### src/include/mitc_pkg.sv
// Purpose: constants and types for the instruction timing core
// Assumes: one system clock, synchronous active-high reset
// Notes:   the instruction encoding is local to this core
package mitc_pkg;

  localparam int unsigned PC_W     = 14;
  localparam int unsigned DA_W     = 8;
  localparam int unsigned IR_W     = 16;
  localparam int unsigned PHASES   = 4;
  localparam int unsigned STACK_D  = 12;
  localparam logic [7:0]  PC_LOW_ADDR = 8'h06;
  localparam logic [7:0]  TBL_ADDR = 8'h07;
  localparam logic [PC_W-1:0] RESET_PC = 14'h0000;

  // opcode in ir[15:11], operand in ir[7:0], bit index ir[10:8]
  typedef enum logic [4:0] {
    OP_NOP   = 5'h00, OP_MOVAM = 5'h01, OP_MOVMA = 5'h02,
    OP_MOVAI = 5'h03, OP_ADD   = 5'h04, OP_ADDI  = 5'h05,
    OP_SUB   = 5'h06, OP_SUBI  = 5'h07, OP_AND   = 5'h08,
    OP_OR    = 5'h09, OP_XOR   = 5'h0A, OP_COMPL = 5'h0B,
    OP_INC   = 5'h0C, OP_INC_ACC = 5'h0D, OP_DEC = 5'h0E,
    OP_DEC_ACC = 5'h0F, OP_RR  = 5'h10, OP_RL    = 5'h11,
    OP_ROR_C = 5'h12, OP_ROL_C = 5'h13, OP_SETB  = 5'h14,
    OP_CLRB  = 5'h15, OP_SZ    = 5'h16, OP_SZB   = 5'h17,
    OP_SNZB  = 5'h18, OP_JUMP  = 5'h19, OP_CALL  = 5'h1A,
    OP_SUBR_RET = 5'h1B, OP_INTR_RET = 5'h1C, OP_TABRD = 5'h1D,
    OP_HALT  = 5'h1E, OP_CLRWD = 5'h1F
  } mitc_op_t;

  typedef enum logic [1:0] {
    ST_RUN  = 2'b00,
    ST_EXTRA = 2'b01,
    ST_HALT = 2'b11
  } mitc_state_t;

  typedef struct packed {
    logic [PC_W-1:0] addr;
    logic            rd;
  } mitc_pmem_req_t;

  typedef struct packed {
    logic [7:0]      addr;
    logic [DA_W-1:0] wdata;
    logic            we;
  } mitc_dmem_req_t;

endpackage

### src/logic/mitc_core.sv
// Purpose: sequencer and datapath of an 8-bit accumulator core
// Assumes: program and data memory answer combinationally
// Notes:   fetch at phase 0, execute at phase 3 of each cycle
`timescale 1ns/1ps
module mitc_core
  import mitc_pkg::*;
#(
  parameter int unsigned STACK_DEPTH = STACK_D
)(
  input  wire logic            CORE_CLK_I,
  input  wire logic            SRST_I,
  input  wire logic            WAKE_I,
  input  wire logic [IR_W-1:0] PMEM_DATA_I,
  input  wire logic [DA_W-1:0] DMEM_RDATA_I,
  output logic [PC_W-1:0]      PMEM_ADDR_O,
  output logic [7:0]           DMEM_ADDR_O,
  output logic [DA_W-1:0]      DMEM_WDATA_O,
  output logic                 DMEM_WE_O,
  output logic [DA_W-1:0]      ACC_O,
  output logic                 CARRY_O,
  output logic                 ZERO_O,
  output logic                 HALTED_O,
  output logic                 WDT_CLEAR_O,
  output logic                 INSTR_DONE_O
);

  // stack pointer is four bits wide
  if (STACK_DEPTH < 1 || STACK_DEPTH > 16)
  begin : g_bad_depth
    $error("STACK_DEPTH out of range");
  end

  // ----------------------------------------------------------------
  // state
  // ----------------------------------------------------------------
  typedef struct packed {
    mitc_state_t                      st;
    logic [1:0]                       phase;
    logic [PC_W-1:0]                  pc;
    logic [IR_W-1:0]                  ir;
    logic [DA_W-1:0]                  acc;
    logic                             c;
    logic                             z;
    logic [STACK_DEPTH-1:0][PC_W-1:0] stk;
    logic [3:0]                       sp;
    logic [PC_W-1:0]                  tbl_ptr;
    logic [7:0]                       dm_addr;
    logic [DA_W-1:0]                  dm_wdata;
    logic                             dm_we;
    logic                             wdt_clr;
    logic                             done;
  } mitc_core_state_t;

  mitc_core_state_t s_q;
  mitc_core_state_t s_d;

  mitc_op_t        op;
  logic [2:0]      bidx;
  logic [7:0]      opnd;
  logic [8:0]      sum;
  logic [DA_W-1:0] res;
  logic            wr_mem;
  logic            wr_acc;
  logic            skip;
  logic            two_cyc;

  assign op   = mitc_op_t'(s_q.ir[15:11]);
  assign bidx = s_q.ir[10:8];
  assign opnd = s_q.ir[7:0];

  // ----------------------------------------------------------------
  // next state
  // ----------------------------------------------------------------
  always_comb
  begin
    s_d     = s_q;
    sum     = 9'h000;
    res     = s_q.acc;
    wr_mem  = 1'b0;
    wr_acc  = 1'b0;
    skip    = 1'b0;
    two_cyc = 1'b0;
    s_d.dm_we   = 1'b0;
    s_d.wdt_clr = 1'b0;
    s_d.done    = 1'b0;
    s_d.phase   = s_q.phase + 2'h1;
    s_d.dm_addr = (op == OP_TABRD) ? s_q.dm_addr : opnd;

    unique case (s_q.st)
      ST_HALT:
      begin
        s_d.phase = 2'h0;
        if (WAKE_I)
          s_d.st = ST_RUN;
      end
      ST_EXTRA:
      begin
        // second instruction cycle: no work, only elapsed time
        if (s_q.phase == 2'(PHASES - 1))
        begin
          s_d.st   = ST_RUN;
          s_d.done = 1'b1;
        end
      end
      ST_RUN:
      begin
        if (s_q.phase == 2'h0)
          s_d.ir = PMEM_DATA_I;
        if (s_q.phase == 2'(PHASES - 1))
        begin
          s_d.pc = s_q.pc + PC_W'(1);
          unique case (op)
            OP_MOVAM: begin res = DMEM_RDATA_I; wr_acc = 1'b1; end
            OP_MOVMA: begin res = s_q.acc; wr_mem = 1'b1; end
            OP_MOVAI: begin res = opnd; wr_acc = 1'b1; end
            OP_ADD, OP_ADDI:
            begin
              sum = {1'b0, s_q.acc} +
                    {1'b0, (op == OP_ADD) ? DMEM_RDATA_I : opnd};
              res = sum[7:0];
              s_d.c = sum[8];
              s_d.z = (res == 8'h00);
              wr_acc = 1'b1;
            end
            OP_SUB, OP_SUBI:
            begin
              sum = {1'b0, s_q.acc} -
                    {1'b0, (op == OP_SUB) ? DMEM_RDATA_I : opnd};
              res = sum[7:0];
              s_d.c = ~sum[8];
              s_d.z = (res == 8'h00);
              wr_acc = 1'b1;
            end
            OP_AND, OP_OR, OP_XOR:
            begin
              res = (op == OP_AND) ? (s_q.acc & DMEM_RDATA_I) :
                    (op == OP_OR)  ? (s_q.acc | DMEM_RDATA_I) :
                                     (s_q.acc ^ DMEM_RDATA_I);
              s_d.z = (res == 8'h00);
              wr_acc = 1'b1;
            end
            OP_COMPL:
            begin
              res = ~DMEM_RDATA_I;
              s_d.z = (res == 8'h00);
              wr_mem = 1'b1;
            end
            OP_INC, OP_INC_ACC, OP_DEC, OP_DEC_ACC:
            begin
              res = (op == OP_INC || op == OP_INC_ACC) ?
                    DMEM_RDATA_I + 8'h01 : DMEM_RDATA_I - 8'h01;
              s_d.z = (res == 8'h00);
              wr_mem = (op == OP_INC || op == OP_DEC);
              wr_acc = ~wr_mem;
            end
            OP_RR: begin res = {DMEM_RDATA_I[0], DMEM_RDATA_I[7:1]}; wr_mem = 1'b1; end
            OP_RL: begin res = {DMEM_RDATA_I[6:0], DMEM_RDATA_I[7]}; wr_mem = 1'b1; end
            OP_ROR_C:
            begin
              res = {s_q.c, DMEM_RDATA_I[7:1]};
              s_d.c = DMEM_RDATA_I[0];
              wr_mem = 1'b1;
            end
            OP_ROL_C:
            begin
              res = {DMEM_RDATA_I[6:0], s_q.c};
              s_d.c = DMEM_RDATA_I[7];
              wr_mem = 1'b1;
            end
            OP_SETB, OP_CLRB:
            begin
              res = DMEM_RDATA_I;
              res[bidx] = (op == OP_SETB);
              wr_mem = 1'b1;
            end
            OP_SZ:   skip = (DMEM_RDATA_I == 8'h00);
            OP_SZB:  skip = ~DMEM_RDATA_I[bidx];
            OP_SNZB: skip = DMEM_RDATA_I[bidx];
            OP_JUMP:
            begin
              s_d.pc = PC_W'(s_q.ir[10:0]);
              two_cyc = 1'b1;
            end
            OP_CALL:
            begin
              s_d.stk[s_q.sp] = s_q.pc + PC_W'(1);
              s_d.sp = (s_q.sp == 4'(STACK_DEPTH - 1)) ?
                       4'h0 : s_q.sp + 4'h1;
              s_d.pc = PC_W'(s_q.ir[10:0]);
              two_cyc = 1'b1;
            end
            OP_SUBR_RET, OP_INTR_RET:
            begin
              s_d.sp = (s_q.sp == 4'h0) ?
                       4'(STACK_DEPTH - 1) : s_q.sp - 4'h1;
              s_d.pc = s_q.stk[s_d.sp];
              two_cyc = 1'b1;
            end
            OP_TABRD:
            begin
              // table pointer set by an earlier write to TBL_ADDR
              res = PMEM_DATA_I[7:0];
              wr_acc = 1'b1;
              two_cyc = 1'b1;
            end
            OP_HALT:  s_d.st = ST_HALT;
            OP_CLRWD: s_d.wdt_clr = 1'b1;
            OP_NOP:   ;
          endcase

          if (wr_acc)
            s_d.acc = res;
          if (wr_mem)
          begin
            s_d.dm_wdata = res;
            s_d.dm_we    = 1'b1;
            if (opnd == PC_LOW_ADDR)
            begin
              s_d.pc  = {s_q.pc[PC_W-1:8], res};
              two_cyc = 1'b1;
            end
            if (opnd == TBL_ADDR)
              s_d.tbl_ptr = {s_q.pc[PC_W-1:8], res};
          end
          if (skip)
          begin
            s_d.pc  = s_q.pc + PC_W'(2);
            two_cyc = 1'b1;
          end
          if (two_cyc && s_d.st != ST_HALT)
            s_d.st = ST_EXTRA;
          else
            s_d.done = 1'b1;
        end
      end
      default: s_d.st = ST_RUN;
    endcase
  end

  // ----------------------------------------------------------------
  // register
  // ----------------------------------------------------------------
  always_ff @(posedge CORE_CLK_I)
  begin
    if (SRST_I)
    begin
      s_q    <= '0;
      s_q.st <= ST_RUN;
      s_q.pc <= RESET_PC;
    end
    else
      s_q <= s_d;
  end

  assign PMEM_ADDR_O  = (op == OP_TABRD && s_q.phase != 2'h0) ?
                        s_q.tbl_ptr : s_q.pc;
  assign DMEM_ADDR_O  = s_q.dm_addr;
  assign DMEM_WDATA_O = s_q.dm_wdata;
  assign DMEM_WE_O    = s_q.dm_we;
  assign ACC_O        = s_q.acc;
  assign CARRY_O      = s_q.c;
  assign ZERO_O       = s_q.z;
  assign HALTED_O     = (s_q.st == ST_HALT);
  assign WDT_CLEAR_O  = s_q.wdt_clr;
  assign INSTR_DONE_O = s_q.done;

endmodule // mitc_core

### config.mk
export PLATFORM = sky130hd
export DESIGN_NAME = mitc_core
export DESIGN_NICKNAME = d
export VERILOG_FILES = /design/src/include/mitc_pkg.sv /design/src/logic/mitc_core.sv
export SDC_FILE = /design/constraint.sdc
export NUM_CORES = 1
export LEC_CHECK = 0
export BUFFER_PORTS_ARGS = -buffer_cell sky130_fd_sc_hd__buf_4
export CORE_ASPECT_RATIO = 0.5
export CORE_MARGIN = 5
export CORE_UTILIZATION = 50
export CTS_CLUSTER_SIZE = 28
export DETAILED_ROUTE_END_ITERATION = 8
export PLACE_DENSITY = 0.67
export SETUP_SLACK_MARGIN = 0.3
export SYNTH_ARGS = -nofsm -noshare
export SYNTH_HDL_FRONTEND = slang
export SYNTH_SLANG_ARGS = --single-unit
### constraint.sdc
create_clock -name CORE_CLK_I -period 6 [get_ports CORE_CLK_I]
set_input_delay 0.6 -clock CORE_CLK_I [delete_from_list [all_inputs] [get_ports CORE_CLK_I]]
set_output_delay 0.6 -clock CORE_CLK_I [all_outputs]
set_load 0.01 [all_outputs]
# After elaboration in Yosys (flattened, before gate mapping)
# Index checks and enable logic that the tools add are counted.
classes:
  n_addsub: 9
  n_mul: 0
  div: 0
  magnitude_cmp: 5
  eq_ne: 42
  shifts: 0
  mux: 55
  n_bitwise: 9
  reduce_logical: 42
ops:
  columns: ["operator", "n"]
  rows:
  - ["168-bit bitwise mux", 1]
  - ["8-bit one-hot mux with 13 select lines", 1]
  - ["14-bit 2-to-1 mux", 6]
  - ["5-bit == test, second input constant", 16]
  - ["14-bit binary-select mux with 4-bit select", 1]
  - ["14-bit demux with 4-bit select", 1]
  - ["8-bit logical NOT", 6]
  - ["5-bit by 4-bit == test with 1-bit output, second input constant", 8]
  - ["8-bit 2-to-1 mux", 5]
  - ["14-bit one-hot mux with 2 select lines", 1]
  - ["3-bit AND reduction", 8]
  - ["5-bit by 3-bit == test with 1-bit output, second input constant", 4]
  - ["1-bit 2-to-1 mux", 19]
  - ["8-bit by 3-bit == test with 1-bit output, second input constant", 2]
  - ["14-bit by 1-bit adder with 14-bit output, second input constant", 1]
  - ["14-bit by 2-bit adder with 14-bit output, second input constant", 1]
  - ["2-bit 2-to-1 mux", 7]
  - ["2-bit OR reduction", 6]
  - ["5-bit by 2-bit == test with 1-bit output, second input constant", 2]
  - ["4-bit by 5-bit < comparator with 1-bit output, second input constant", 2]
  - ["10-bit OR reduction", 1]
  - ["8-bit by 8-bit adder with 9-bit output", 1]
  - ["8-bit by 8-bit subtractor with 9-bit output", 1]
  - ["8-bit by 1-bit adder with 8-bit output, second input constant", 1]
  - ["41 further kinds", 60]
totals:
  reg_bits: 249
  latchBits: 0
  mem_bits_rw: 0
  mem_bits_ro: 0
  in_bits: 27
  output_inout_bits: 44
  wordCells: 189
  n_memories: 0

# Logic depth before layout (Yosys ltp)
# Gate-level depths: netlist of run 1.
depth:
  ltp_word: 13
  depth_mapped: 16
  mapped_depth_nobuf: 14

# Worst setup path after synthesis of run 1
# Ideal clock, no wire load.
synth_path:
  path_type: "register to register"
  start: "reg s_q (netlist bit op[0])"
  end: "reg s_q[237] (netlist bit)"
  setup_ps: 103
  arrival_time_ps: 3696
  t_required_ps: 5897
  slack_ps: 2201
  path_stages_with_launch: 17
  path_buffers: 4
  synth_period_minus_slack_ps: 3799
  cell_sequence: "dfxtp_1 > clkbuf_1 > buf_2 > buf_2 > buf_2 > nor2_1 > mux2_2 > ha_1 > inv_1 > fa_1 > a21o_1 > a31oi_1 > a21oi_1 > a2111o_1 > nand4_1 > o21ai_0 > a2111oi_2"
synth_via:
  elab_chain_cells: 7
  word_cells_on_any_way: 58
  cone_classes: "add/sub: 2; eq/ne: 29; mux: 17; reduce/logical: 10"
synth_rtl:
  columns: ["item", "line", "rtl"]
  rows:
  - ["from (decl)", "mitc_core.sv:54", "mitc_core_state_t s_q;"]
  - ["5-bit by 3-bit == test with 1-bit output, or another cell as far along", null, null]
  - ["8-bit 2-to-1 mux, or another cell as far along", "mitc_core.sv:128", "{1'b0, (op == OP_SUB) ? DMEM_RDATA_I : opnd};"]
  - ["8-bit by 8-bit subtractor with 9-bit output, or another cell as far along", "mitc_core.sv:127", "sum = {1'b0, s_q.acc} -"]
  - ["8-bit one-hot mux with 13 select lines / 1-bit 2-to-1 mux (equally long branches)", "mitc_core.sv:112, mitc_core.sv:109", null]
  - ["14-bit 2-to-1 mux / 1-bit 2-to-1 mux (equally long branches)", "mitc_core.sv:217, mitc_core.sv:89", null]
  - ["14-bit 2-to-1 mux", "mitc_core.sv:213", "if (wr_mem)"]
  - ["14-bit 2-to-1 mux (*)", "mitc_core.sv:225", "if (skip)"]
# Every way passes the cells marked *; elsewhere a longest branch is shown, timed or not. The select of a mux whose other input is x is not followed.
# A chain may end at the register's enable or synchronous reset.

# Final worst setup path of run 1
layout_path:
  start: "reg s_q (netlist bit op[2])"
  end: "reg s_q[237] (netlist bit)"
# The elaborated chain is that of the path after synthesis.

==> results of run 1 <==
[power groups by stage]
stage	combinational, W	clock, W	sequential (W)
2_1_floorplan	0.000344	0	0.00172
3_3_place_gp	0.000462	0	0.00176
4_1_cts	0.000469	0.00156	0.00172
3_5_place_dp	0.000466	0	0.00176
5_1_grt	0.000517	0.00163	0.00173
6_report	0.000479	0.00154	0.00173
[routing by layer]
layer | global-route usage [%] | vias to the layer above | share of wire (%)
met3 | 4.43 | 100 | 6.4
met2 | 45.9 | 474 | 45
met1 | 38.7 | 6256 | 45
met5 | 0 | - | 0
met4 | 9.53 | 0 | 3.7
li1 | - | 6129 | -
[worst register-to-register path, stage by stage (launching register included)]
cell and delay [ps]:
dfxtp_1 850, and2_1 360, nand2_1 210, nor2_1 690, mux2_2 310, ha_1 140
inv_1 50, fa_1 420, a21o_1 220, a31oi_1 290, a21oi_1 170, a2111o_1 370
nand4_1 180, o21ai_0 150, a2111oi_2 310
[per-stage QoR]
stage | hold slack [ps] | setup WS (ps)
after floorplan | 432 | 2200
after global placement | 444 | 1510
after detailed placement | 448 | 1330
after CTS | 308 | 1280
after global routing | 319 | 833
final | 326 | 1180
[kinds of logic after synthesis]
kind of cell / after synthesis
buf+inv: 216
flops: 249
xor+xnor: 31
compound gates: 463
simple gates: 599
fa+ha+maj: 52
mux: 120
[cells in the mapped netlist (13+ instances only)]
cell type and count:
a211oi_1 180, a21oi_1 84, and2_1 24, and3_1 15, buf_1 13, buf_2 41, buf_4 24, clkbuf_1 96
dfxtp_1 249, ha_1 49, inv_1 37, mux2_2 27, mux2i_1 60, mux4_2 33, nand2_1 142, nand3_1 28
nor2_1 272, nor3_1 25, o211ai_1 20, o21ai_0 50, xnor2_1 15, xor2_1 16
[state kept, by name, summed over array words and instances, names as in the netlist, 3 cells and up]
signal / cells
ACC_O: 8
s_q: 204
opnd: 8
op: 5
DMEM_ADDR_O: 8
bidx: 3
DMEM_WDATA_O: 8
[path summary, 6_finish.rpt]
kind                    from             end  slack, ps  cells after the start
max reg2reg            op[2]        s_q[237]       1180                     14
min reg2reg   DMEM_ADDR_O[3]  DMEM_ADDR_O[3]        460                      2
min          PMEM_DATA_I[15]           op[4]        330                      3
max                    op[2]        s_q[237]       1180                     14
[area by class of cell]
| cell class | count | area [µm²] |
|---|---|---|
| fill | 2712 | 13200 |
| multi-input combinational | 1265 | 8660 |
| sequential | 249 | 4980 |
| clock buffer | 35 | 702 |
| timing repair buffer | 89 | 672 |
| tap | 391 | 489 |
| inverter | 38 | 143 |
| clock inverter | 9 | 98.8 |
==> metrics.txt, run 1 <==
number of max-cap violations 0; Core Footprint 28900 µm²; Port Buf Inserts 70; Logic pwr share between 10% and 20%; largest net degree at the start of global routing just over 90; Worst Skew 16.5 ps; htree depth 1; fraction of layout cells with a size suffix above 1 between 10% and 20%; Max Freq 207 MHz; post-synthesis mux area share approximately 11%; critical path required time 6440 ps; sw frac between 20% and 30%; cell taking the most area after synthesis dfxtp_1; DRC errors left 0; Fin. Hold Viols 0; die area between 30000 and 40000 µm²; crit path max fanout 24; WL/cell 22.9 µm; post-DP HPWL approximately 33 mm; main combinational cell family by area after synthesis compound AO/OA/AOI/OAI gates; top cells by area, synth dfxtp_1, a211oi_1, nor2_1; number of synthesized flops with an enable pin 0; vias per cell 6.24; Std-Cell Rows 44; xor and xnor area share after synthesis 1.86%; hold_buf cts 0; vias in the first global route 12.3k; Final ANT Viol Nets 0; total CTS buffers 24; type of the worst min-delay path primary input to flop; WP data arrival ~5300 ps; Tot Pwr 0.00374 W; family with the most delay on the worst path compound AO/OA/AOI/OAI gates; # resized after CTS 0; Pleak 5.56 nW; Adder-Cell Fraction of Synth Area roughly 4.6%; Core Util, Final 54.5%; Synth Register Bits between 200 and 250; clock transition at the registers of the reported paths 70 ps; final net count 1746; synthesized area about 15000 µm²; clock buffer depth 3; post-synthesis sequential area ratio 34.1%; GRT overflow 0; # Post-CTS Setup Buffers 0; vias around 13k; pwr dens 237 nW/µm²; worst-margin pin slew 1310 ps; post-synth top area share 34.1%; CTS root buffer clkbuf_16; Post-synth ARST share 0%; slowest stage cell, crit path dfxtp_1; slew margin rel. 12.0%; Clk pwr share between 40% and 50%; Total GRT Usage 28.1%; Net Switching 0.00104 W; final setup TNS 0 ps; Compound-Gate Fraction of Synth Area 22.5%; Top FF cell, synth dfxtp_1; Post-Syn Nets 1809; routability congestion estimate 1.00; Sequential Power Share 46.1%; Tmin final approximately 4800 ps; status completed; Post-Syn Instances 1730; worst skew pair latency between 500 and 600 ps; Area after DPL 15000 µm²; ant diodes 0; most common cell after layout, fill and taps aside nor2_1; RSZ-0062 raised after global routing false; die width 252 µm; Initial Util 50.6%; Avg Inst Size Synth 8.45 µm²; Synth Warn # 0; design area 15800 µm²; Slew Viols, Final 0; placed cells 2032; DR pass1 iterations 5; crit end category flop; Pint roughly 0.0027 W; buffer and inverter count on the worst path 1; Final setup violation count 0; maximum vdd drop 206 µV; max incr delay on CP 850 ps; Final Non-Filler Cells 2076; CP startpoint kind flop; Ports 71; initial antenna violation count 0; Crit Path Class flop to flop; drt initial violations 1093; critical path, cell by cell and2_1 > nand2_1 > nor2_1 > mux2_2 > ha_1 > inv_1 > fa_1 > a21o_1 > a31oi_1 > a21oi_1 > a2111o_1 > nand4_1 > o21ai_0 > a2111oi_2; CTS tree done; clk sinks 249; first-pass GRT wire length around 73 mm; drt total wl 47.6 mm; most frequent cells in the layout nor2_1, dfxtp_1, a211oi_1, nand2_1, buf_4; Yosys cell types 90; Synth Area in Simple Gates 19.0%; Area Overhead vs Synth 7.74%; Die Y 131 µm; period utilization 80.4%
Note: power is estimated with default switching activity, not from simulation.
==> run 2: changes to the inputs <==
--- a/config.mk
+++ b/config.mk
@@ -11,7 +11,7 @@
 export CORE_UTILIZATION = 50
 export CTS_CLUSTER_SIZE = 28
 export DETAILED_ROUTE_END_ITERATION = 8
-export PLACE_DENSITY = 0.67
+export PLACE_DENSITY = 0.7
 export SETUP_SLACK_MARGIN = 0.3
 export SYNTH_ARGS = -nofsm -noshare
 export SYNTH_HDL_FRONTEND = slang
==> constraint.sdc (replaced) <==
create_clock -name CORE_CLK_I -period 4.1 [get_ports CORE_CLK_I]
set_input_delay 0.41 -clock CORE_CLK_I [delete_from_list [all_inputs] [get_ports CORE_CLK_I]]
set_output_delay 0.41 -clock CORE_CLK_I [all_outputs]
set_load 0.01 [all_outputs]
==> run 2 against run 1 <==
Net effect: first-iteration DRC count is 8.4% higher; wire length decreased by 6.6%; die area unchanged; cell count rose by 1.7%; clock skew grew 0.76 ps; highest routed layer unchanged; critical path depth fell by 1; clock-buffer cell count is 5 lower; clock power grew 44%; via count is 0.18% higher.
==> metrics.txt, run 2 (synthesis results as in run 1) <==
die width 252 µm; final net count approximately 1.8k; Final ANT Viol Nets 0; Slew Viols, Final 0; CP startpoint kind flop; Sequential Power Share 45.8%; drt total wl 44.5 mm; slew margin rel. 26.2%; max reg flops just over 200; Crit Path Class flop to flop; most common cell after layout, fill and taps aside nor2_1; Net Switching 0.00154 W; sw frac 28.2%; Core Footprint 28900 µm²; Pint 0.00392 W; vias per cell about 6; type of the worst min-delay path primary input to flop; Initial Util between 50 and 60%; cell count of the worst reg-to-reg path 13; vias 13.0k; die area roughly 33000 µm²; clock transition at the registers of the reported paths approximately 70 ps; Worst Skew 17.3 ps; pwr dens 340 nW/µm²; Fin. Hold Viols 0; period utilization 86.2%; status completed; hold_buf cts 0; CTS tree done; Hold Path Depth 3; ant diodes 0; Port Buf Inserts 70; number of max-cap violations 0; placed cells 2069; worst skew pair latency approximately 550 ps; Ports 71; critical path required time 4550 ps; total CTS buffers 24; RSZ-0062 raised after global routing false; post-DP HPWL approximately 31 mm; Std-Cell Rows 44; worst setup margin 566 ps; crit path max fanout 7; htree depth 1; critical path, cell by cell nor2_2 > nand2_1 > nor2_1 > buf_4 > mux2i_1 > fa_1 > a21o_1 > a31oi_1 > a21oi_1 > a2111o_1 > nand4_1 > o21ai_0 > a2111oi_2; Total GRT Usage 26.2%; # Post-CTS Setup Buffers 0; most frequent cells in the layout nor2_1, dfxtp_1, a211oi_1, nand2_1, buf_4; Final setup violation count 0; initial antenna violation count 0; maximum vdd drop 278 µV; Clk pwr share 40.7%; first-pass GRT wire length about 69 mm; Area Overhead vs Synth 9.78%; worst-margin pin slew 1110 ps; Logic pwr share 13.6%; drt initial violations 1185; crit end category flop; DRC errors left 0; DR pass1 iterations 5; slowest stage cell, crit path fa_1; vias in the first global route 12.1k; WP data arrival 3980 ps; clock buffer depth 3; Tmin final 3530 ps; Final Non-Filler Cells roughly 2.1k; max incr delay on CP 450 ps; routability congestion estimate 1.01; Largest Register s_q; Pleak 5.74 nW; final setup TNS 0 ps; Die Y 131 µm; clk sinks 249; hold slack ~120 ps; DP Worst Slack 509 ps; GRT overflow 0; Core Util, Final a little under three fifths; WL/cell 21.1 µm; Max Freq between 200 and 300 MHz; # resized after CTS 0; CTS root buffer clkbuf_16; fraction of layout cells with a size suffix above 1 15.2%; largest net degree at the start of global routing 82
-- run 2: changes by cell type in the layout (fill, tap and decap cells not counted), moves of 2 or more --
cell	before	now
buf_12	0	2
buf_4	88	123
clkbuf_1	5	3
clkbuf_8	6	3
clkinvlp_4	0	3
dfxtp_1	249	247
dfxtp_2	0	2
-- run 2: final cells by class --
class	count	area (µm²)
multi-input combinational	1265	8670
clock buffer	30	653
timing repair buffer	126	975
inverter	38	143
sequential	249	4990
tap	391	489
clock inverter	13	130
fill	2652	12900
-- run 2: critical path, delay by kind of cell, from the launching register on --
| family | cells | cell delay [ps] |
|---|---|---|
| muxes | 1 | 130 |
| buffers and inverters | 1 | 220 |
| adders and majority gates | 1 | 450 |
| DFF | 1 | 320 |
| and+or+nand+nor | 4 | 810 |
| AOI/OAI and AO/OA | 6 | 1520 |
-- run 2: power groups by stage --
stage                     logic, W  clock network [W]  registers, W
after floorplan           0.000504                  0       0.00252
after global placement    0.000717                  0       0.00255
after detailed placement  0.000717                  0       0.00255
after CTS                 0.000721            0.00226       0.00250
after global routing      0.000795            0.00235       0.00250
final                     0.000740            0.00222       0.00250
-- run 2: path summary, 6_finish.rpt --
kind              startpoint        endpoint  slack (ps)
max                    op[4]        s_q[237]         570
max reg2reg            op[4]        s_q[237]         570
min reg2reg   DMEM_ADDR_O[1]  DMEM_ADDR_O[1]         460
min          PMEM_DATA_I[10]         bidx[2]         120
-- run 2: per-stage QoR --
stage / cell area (µm²) / power (W)
3_5_place_dp: 15300 / 0.00327
6_report: 16100 / 0.00546
4_1_cts: 16000 / 0.00548
3_3_place_gp: 15300 / 0.00327
2_1_floorplan: 14600 / 0.00303
5_1_grt: 16100 / 0.00564
-- run 2: routing by layer --
metal,part of all wire [%],GRT usage (%),up-vias
met3,7.6,4.51,136
met4,4.4,10.8,0
met5,0,0,-
li1,-,-,6217
met1,44,36.1,6104
met2,44,41.5,525
